## config.mk

```make
export PLATFORM = sky130hd
export DESIGN_NAME = vwsp_port
export DESIGN_NICKNAME = d
export VERILOG_FILES = /design/src/design/vwsp_pkg.sv /design/src/design/vwsp_sync.sv /design/src/design/vwsp_port.sv
export SDC_FILE = /design/constraint.sdc
export NUM_CORES = 1
export LEC_CHECK = 0
export BUFFER_PORTS_ARGS = -buffer_cell sky130_fd_sc_hd__buf_2
export CAP_MARGIN = 25
export CORE_MARGIN = 2
export CORE_UTILIZATION = 32
export DETAILED_ROUTE_END_ITERATION = 6
export GPL_ROUTABILITY_DRIVEN = 0
export GPL_TIMING_DRIVEN = 0
export SKIP_LAST_GASP = 1
export SLEW_MARGIN = 25
export SYNTH_ARGS = -nofsm -noshare
export SYNTH_HDL_FRONTEND = slang
export SYNTH_SLANG_ARGS = --single-unit
```

## constraint.sdc

```tcl
create_clock -name clk -period 5.45 [get_ports clk]
set_clock_uncertainty 0.2 [all_clocks]
set_input_delay 1.09 -clock clk [delete_from_list [all_inputs] [get_ports clk]]
set_output_delay 1.09 -clock clk [all_outputs]
set_load 0.005 [all_outputs]
```

## src/design/vwsp_pkg.sv

```systemverilog
// Shared constants and types for the variable width slave port.
package vwsp_pkg;
	localparam int VWSP_LINES = 8;
	localparam int VWSP_CMD_BITS = 7;
	localparam int VWSP_BYTE_BITS = 8;
	localparam logic [3:0] VWSP_CMD_WRITE_DEF = 4'h1;
	localparam logic [3:0] VWSP_CMD_READ_DEF = 4'h2;
	localparam logic VWSP_ACK = 1'b0;
	localparam logic VWSP_NAK = 1'b1;

	typedef enum logic [1:0] {
		VWSP_W1,
		VWSP_W2,
		VWSP_W4,
		VWSP_W8
	} vwsp_width_e;

	typedef enum logic [2:0] {
		VWSP_IDLE,
		VWSP_CMD,
		VWSP_TURN,
		VWSP_DATA,
		VWSP_HOLD
	} vwsp_state_e;

	typedef struct packed {
		logic [VWSP_LINES-1:0] data_out;
		logic [VWSP_LINES-1:0] data_oe_n;
		logic miso_out;
		logic miso_oe_n;
	} vwsp_pins_s;

	typedef struct packed {
		logic sclk_q1;
		logic sclk_q2;
		logic sclk_q3;
		logic ss_n_q1;
		logic ss_n_q2;
		logic [VWSP_LINES-1:0] data_q1;
		logic [VWSP_LINES-1:0] data_q2;
	} vwsp_sync_s;
endpackage

```

## src/design/vwsp_sync.sv

```systemverilog
// Two-stage input synchroniser for the link pins with clock edge detect.
`timescale 1ns/10ps
`default_nettype none
module vwsp_sync
	import vwsp_pkg::*;
(
	input wire logic clk,
	input wire logic rst,
	input wire logic sclk,
	input wire logic ss_n,
	input wire logic [VWSP_LINES-1:0] data_in,
	output logic sclk_rise,
	output logic ss_n_sync,
	output logic [VWSP_LINES-1:0] data_sync
);
	vwsp_sync_s state_reg;
	vwsp_sync_s state_next;

	always_comb begin
		state_next = state_reg;
		state_next.sclk_q1 = sclk;
		state_next.sclk_q2 = state_reg.sclk_q1;
		state_next.sclk_q3 = state_reg.sclk_q2;
		state_next.ss_n_q1 = ss_n;
		state_next.ss_n_q2 = state_reg.ss_n_q1;
		state_next.data_q1 = data_in;
		state_next.data_q2 = state_reg.data_q1;
	end

	always_ff @(posedge clk) begin
		if (rst) begin
			state_reg <= '{sclk_q1: 1'b0, sclk_q2: 1'b0, sclk_q3: 1'b0,
				ss_n_q1: 1'b1, ss_n_q2: 1'b1,
				data_q1: {VWSP_LINES{1'b1}}, data_q2: {VWSP_LINES{1'b1}}};
		end else begin
			state_reg <= state_next;
		end
	end

	assign sclk_rise = state_reg.sclk_q2 & ~state_reg.sclk_q3;
	assign ss_n_sync = state_reg.ss_n_q2;
	assign data_sync = state_reg.data_q2;
endmodule
`default_nettype wire

```

## src/design/vwsp_port.sv

```systemverilog
// Variable width slave port: command, width decode and 1-bit data phase.
// Notes on behaviour
// RULE1: Slave on half-duplex 1/2/4/8 bit bus; here the width is only decoded and data moves on line0 alone.
// RULE2: Deselected: line0 write status, MISO read status.
// RULE3: Option disables status drive when deselected.
// RULE4: Select starts command/width phase, then data.
// RULE5: ACK or NAK driven on MISO per byte.
// RULE6: Master stops on NAK by deselecting.
// RULE7: Width and command sampled first edge, all lines.
// RULE8: Priority width decode from lines 7..1.
// RULE9: Undriven lines pulled up, read as one.
// RULE10: Command bits at positions 0,3,5,6.
// RULE11: Release line0 immediately on select.
// RULE12: Command over 7 clocks, 8th is turnaround.
// RULE13: 1-bit byte takes 8 clocks on line0.
// RULE14: MISO status valid whole data phase.
// RULE15: Master releases line0 before deselect on write.
// RULE16: After read, status resumes on deselect directly.
// RULE17: Data phase runs only while selected.
// RULE18: NAK on full write or empty read.
`timescale 1ns/10ps
`default_nettype none
module vwsp_port
	import vwsp_pkg::*;
#(
	parameter logic [3:0] CMD_WRITE = VWSP_CMD_WRITE_DEF,
	parameter logic [3:0] CMD_READ = VWSP_CMD_READ_DEF
) (
	input wire logic clk,
	input wire logic rst,
	input wire logic sclk,
	input wire logic ss_n,
	input wire logic [VWSP_LINES-1:0] data_in,
	output logic [VWSP_LINES-1:0] data_out,
	output logic [VWSP_LINES-1:0] data_oe_n,
	output logic miso_out,
	output logic miso_oe_n,
	input wire logic status_enable,
	input wire logic wr_buf_full,
	input wire logic rd_buf_empty,
	output logic [VWSP_BYTE_BITS-1:0] wr_data,
	output logic wr_valid,
	input wire logic [VWSP_BYTE_BITS-1:0] rd_data,
	output logic rd_taken,
	output logic [3:0] cmd_code,
	output logic [1:0] bus_width,
	output logic cmd_valid
);
	typedef struct packed {
		vwsp_state_e st;
		logic [2:0] cnt;
		logic [3:0] cmd;
		vwsp_width_e width;
		logic is_write;
		logic is_read;
		logic nak;
		logic [VWSP_BYTE_BITS-1:0] shift;
		logic [VWSP_BYTE_BITS-1:0] wdata;
		logic wvalid;
		logic rtaken;
		logic cvalid;
		vwsp_pins_s pins;
	} vwsp_core_s;

	vwsp_core_s state_reg;
	vwsp_core_s state_next;
	logic sclk_rise;
	logic ss_n_s;
	logic [VWSP_LINES-1:0] data_s;
	logic [3:0] cmd_smp;
	vwsp_width_e width_smp;

	// Link pins are asynchronous to clk; sampled through two flops.
	vwsp_sync u_sync (
		.clk(clk),
		.rst(rst),
		.sclk(sclk),
		.ss_n(ss_n),
		.data_in(data_in),
		.sclk_rise(sclk_rise),
		.ss_n_sync(ss_n_s),
		.data_sync(data_s)
	);

	// RULE10: command bit map
	assign cmd_smp = {data_s[0], data_s[3], data_s[5], data_s[6]};

	// RULE8: priority width decode
	// RULE9: undriven lines read high
	always_comb begin
		if (~&data_s[7:4]) begin
			width_smp = VWSP_W8;
		end else if (~&data_s[3:2]) begin
			width_smp = VWSP_W4;
		end else if (!data_s[1]) begin
			width_smp = VWSP_W2;
		end else begin
			width_smp = VWSP_W1;
		end
	end

	always_comb begin
		state_next = state_reg;
		state_next.wvalid = 1'b0;
		state_next.rtaken = 1'b0;
		state_next.cvalid = 1'b0;
		state_next.pins.data_out = {VWSP_LINES{1'b1}};
		state_next.pins.data_oe_n = {VWSP_LINES{1'b1}};
		state_next.pins.miso_out = 1'b1;
		state_next.pins.miso_oe_n = 1'b1;
		if (ss_n_s) begin
			// RULE17: deselect ends any phase
			state_next.st = VWSP_IDLE;
			state_next.cnt = 3'd0;
			// RULE2: status drive while idle
			// RULE3: option gates the drive
			// RULE16: status resumes after read
			if (status_enable) begin
				state_next.pins.data_out[0] = wr_buf_full;
				state_next.pins.data_oe_n[0] = 1'b0;
				state_next.pins.miso_out = rd_buf_empty;
				state_next.pins.miso_oe_n = 1'b0;
			end
		end else begin
			// RULE11: line0 released at select
			unique case (state_reg.st)
				VWSP_IDLE: begin
					state_next.st = VWSP_CMD;
				end
				VWSP_CMD: begin
					// RULE7: sample all lines first edge
					// RULE4: command phase first
					if (sclk_rise) begin
						if (state_reg.cnt == 3'd0) begin
							state_next.cmd = cmd_smp;
							state_next.width = width_smp;
							state_next.is_write = (cmd_smp == CMD_WRITE);
							state_next.is_read = (cmd_smp == CMD_READ);
							state_next.cvalid = 1'b1;
						end
						// RULE12: seven command clocks
						if (state_reg.cnt == 3'(VWSP_CMD_BITS - 1)) begin
							state_next.st = VWSP_TURN;
							state_next.cnt = 3'd0;
						end else begin
							state_next.cnt = state_reg.cnt + 3'd1;
						end
					end
				end
				VWSP_TURN: begin
					// RULE12: eighth clock turnaround
					if (sclk_rise) begin
						state_next.st = VWSP_DATA;
						state_next.cnt = 3'd0;
						// RULE18: NAK on full or empty
						state_next.nak = (state_reg.is_write && wr_buf_full) ||
							(state_reg.is_read && rd_buf_empty) ||
							!(state_reg.is_write || state_reg.is_read);
						state_next.shift = rd_data;
						state_next.rtaken = state_reg.is_read && !rd_buf_empty;
					end
				end
				VWSP_DATA: begin
					// RULE13: eight clocks per byte
					if (sclk_rise) begin
						if (state_reg.is_write) begin
							state_next.shift = {state_reg.shift[6:0], data_s[0]};
						end else begin
							state_next.shift = {state_reg.shift[6:0], 1'b0};
						end
						if (state_reg.cnt == 3'(VWSP_BYTE_BITS - 1)) begin
							state_next.cnt = 3'd0;
							if (state_reg.is_write && !state_reg.nak) begin
								state_next.wdata = {state_reg.shift[6:0], data_s[0]};
								state_next.wvalid = 1'b1;
							end
							// Next byte status; reads reload from the buffer.
							state_next.nak = (state_reg.is_write && wr_buf_full) ||
								(state_reg.is_read && rd_buf_empty) || state_reg.nak;
							if (state_reg.is_read) begin
								state_next.shift = rd_data;
								state_next.rtaken = !rd_buf_empty && !state_reg.nak;
							end
						end else begin
							state_next.cnt = state_reg.cnt + 3'd1;
						end
					end
				end
				VWSP_HOLD: begin
					state_next.st = VWSP_HOLD;
				end
			endcase
			if (state_next.st == VWSP_DATA) begin
				// RULE5: ACK or NAK per byte
				// RULE14: held for whole data phase
				state_next.pins.miso_out = state_next.nak ? VWSP_NAK : VWSP_ACK;
				state_next.pins.miso_oe_n = 1'b0;
				// RULE1: device drives line0 on reads
				if (state_reg.is_read && !state_next.nak) begin
					state_next.pins.data_out[0] = state_next.shift[7];
					state_next.pins.data_oe_n[0] = 1'b0;
				end
			end
		end
	end

	always_ff @(posedge clk) begin
		if (rst) begin
			state_reg <= '{st: VWSP_IDLE, cnt: 3'd0, cmd: 4'h0,
				width: VWSP_W1, is_write: 1'b0, is_read: 1'b0, nak: 1'b0,
				shift: 8'h00, wdata: 8'h00, wvalid: 1'b0, rtaken: 1'b0,
				cvalid: 1'b0, pins: '{data_out: 8'hFF, data_oe_n: 8'hFF,
				miso_out: 1'b1, miso_oe_n: 1'b1}};
		end else begin
			state_reg <= state_next;
		end
	end

	assign data_out = state_reg.pins.data_out;
	assign data_oe_n = state_reg.pins.data_oe_n;
	assign miso_out = state_reg.pins.miso_out;
	assign miso_oe_n = state_reg.pins.miso_oe_n;
	assign wr_data = state_reg.wdata;
	assign wr_valid = state_reg.wvalid;
	assign rd_taken = state_reg.rtaken;
	assign cmd_code = state_reg.cmd;
	assign bus_width = state_reg.width;
	assign cmd_valid = state_reg.cvalid;
endmodule
`default_nettype wire

```

==> run metrics <==
status=completed; Final Critical Period=2.19 ns; layout cell share with drive strength beyond 1=0.354; layout net count=365; Clk pin slew, worst setup/hold paths=0.07 ns; Routed WL per cell=about 11 um; most frequent cell after synthesis=dfxtp_1; RSZ-0062 raised after global routing=no; post_cts resized=0; pwr/cell area=between 200 and 300 nW/um^2; I/O pin cnt=58; Antenna Nets Post-Route=0; slew margin rel.=0.545; CTS buffer count=9; Synth Cell Area=2570 sq um; Total Neg Setup Slack=0 ns; distinct cell type count after synthesis=43; area growth from synthesis to layout=22.9%; Max Cap Viol=0; ANT cells=0; sequential-to-total area share from yosys stat=0.460; # hold bufs at CTS=0; Mapped Cells=271; Iter 0 DRT Violations=83; commonest cells in the synthesized netlist=dfxtp_1, buf_4, nor2_1, nand2_1, or2_2; worst path cell trace=buf_4 -> buf_2; Max Fclk=458 MHz; DRC viols=0; Static Leak=0.00136 uW; Port Buffers=42; post-layout util=0.407; Critical Path Start Type=flip-flop; part of the cycle the worst path needs=0.401; CP endpoint kind=primary output; Initial Util=0.331; post-synth top area cell=dfxtp_1; Non-Filler Instances=444; later-pin clock latency in the skew report=0.33 ns; DIE AREA=a little under 9000 sq um; # fillers=788; initial antenna violation count=0; Data arrival, critical path=0.90 ns; vias=1923; routed wire length=4860 um; CP required=4.16 ns; Placed Cells=428; Hold Violations, Final=0; Yosys reg bits=59; DP Wirelength=about 3500 um; TritonCTS clock tree=built; Setup Fix Bufs, Post-CTS=0; clk buf depth=2; max incr delay on CP=~0.32 ns; DIE WIDTH=between 90 and 100 um; Worst-Margin Slew=0.675 ns; vias in the first global route=1785; largest net degree at the start of global routing=12; Most used DFF post-synth=dfxtp_1; Final setup viols=0; number of flip-flops in the largest register=17; CTS Sinks=59; Setup Crit Path Kind=flip-flop to primary output; EDFF count, synth=0; GRT Total Usage=0.121; main area contributors after synthesis=dfxtp_1, buf_4, mux2i_1, or2_2, nor2_1; peak supply drop=~0.15 mV; largest fanout on the critical path=2; YS warnings=0; Slowest cell on crit path=dfxtp_1; Core Area=7770 sq um; Initial DRT Pass Iterations=4; first-pass GRT wire length=8190 um; H-tree levels=3; Root Driver=clkbuf_8; die outline height=93.6 um; class of the worst hold path=flip-flop to flip-flop; row cnt=32; grt total ovfl=0; final max-slew violation count=0; top-area cell type share of the netlist area=0.460; vias per cell=roughly 4.3; Post-synth ARST share=0; syn_area_per_cell=~9.5 sq um
==> cell usage in the layout (no fill, tap or decap), types with 2 or more instances in the layout <==
| master | instances |
|---|---|
| clkinv_2 | 2 |
| inv_1 | 7 |
| buf_6 | 2 |
| buf_4 | 30 |
| a21o_1 | 2 |
| clkbuf_1 | 8 |
| nor2_1 | 25 |
| o21ai_0 | 3 |
| nand4_1 | 6 |
| or2_2 | 19 |
| mux2i_1 | 15 |
| conb_1 | 14 |
| clkinv_4 | 2 |
| a211o_1 | 3 |
| buf_2 | 43 |
| nand2b_1 | 4 |
| o22ai_1 | 2 |
| nor3_1 | 6 |
| mux2_2 | 4 |
| clkbuf_8 | 10 |
| a211oi_1 | 6 |
| dfxtp_1 | 59 |
| nor4b_1 | 2 |
| nand2_1 | 20 |
| o31ai_1 | 2 |
| nor2b_1 | 7 |
| a21oi_1 | 13 |
| ha_1 | 5 |
| nand3_1 | 2 |
==> per-stage QoR <==
step / area (sq um) / setup slack [ns] / hold slack, ns / total power (uW)
floorplan: 2620 / 3.32 / 0.189 / 483
global placement: 2960 / 3.04 / 0.192 / 499
detailed placement: 2960 / 3.05 / 0.194 / 499
CTS: 3160 / 3.25 / 0.210 / 893
global route: 3160 / 3.14 / 0.218 / 920
finish: 3160 / 3.26 / 0.207 / 884
==> cells by family after synthesis <==
kind of cell / Yosys count / synth area share
AOI/OAI and AO/OA: 39 / 0.106
adders and majority gates: 5 / 0.0244
buffers and inverters: 49 / 0.126
DFF: 59 / 0.460
muxes: 19 / 0.0760
other: 1 / 0.00146
and+or+nand+nor: 99 / 0.207
==> final cells by class <==
type	instances	area, sq um	share of cell area
repair buffers	42	210	0.0666
multi-input cells	176	1110	0.352
plain buffers	42	298	0.0943
flip-flops and latches	59	1180	0.374
inverters	7	26.3	0.00832
well taps	102	128	0.0404
clock inverters	6	65.1	0.0206
clock buffers	10	138	0.0436
==> final timing paths <==
path                           end  cells after the start             startpoint  slack, ns
setup reg to reg        wr_data[7]                      6          state_reg[46]       3.30
hold / removal    u_sync.ss_n_sync                      1  u_sync.state_next[16]       0.21
hold reg to reg   u_sync.ss_n_sync                      1  u_sync.state_next[16]       0.21
setup / recovery      bus_width[0]                      2           bus_width[0]       3.26
==> per-layer routing <==
metal  GRT usage  routed length [um]  vias up
met5           0                   0        -
met4      0.0519                  61        0
met3      0.0427                 315        6
met2       0.185                2120       63
met1       0.153                2370      846
li1            -                   -     1008
==> worst max-delay path: cells and delay by family, from the launching register on <==
family,cells,cell delay [ns]
buffers and inverters,2,0.24
DFF,1,0.32
==> power breakdown <==
part / internal, uW / switching [uW] / total [uW]
clock network: 223 / 172 / 395
registers: 440 / 4.09 / 444
logic: 24.6 / 20.9 / 45.5
total: 688 / 197 / 884
(Power assumes the default switching activity.)
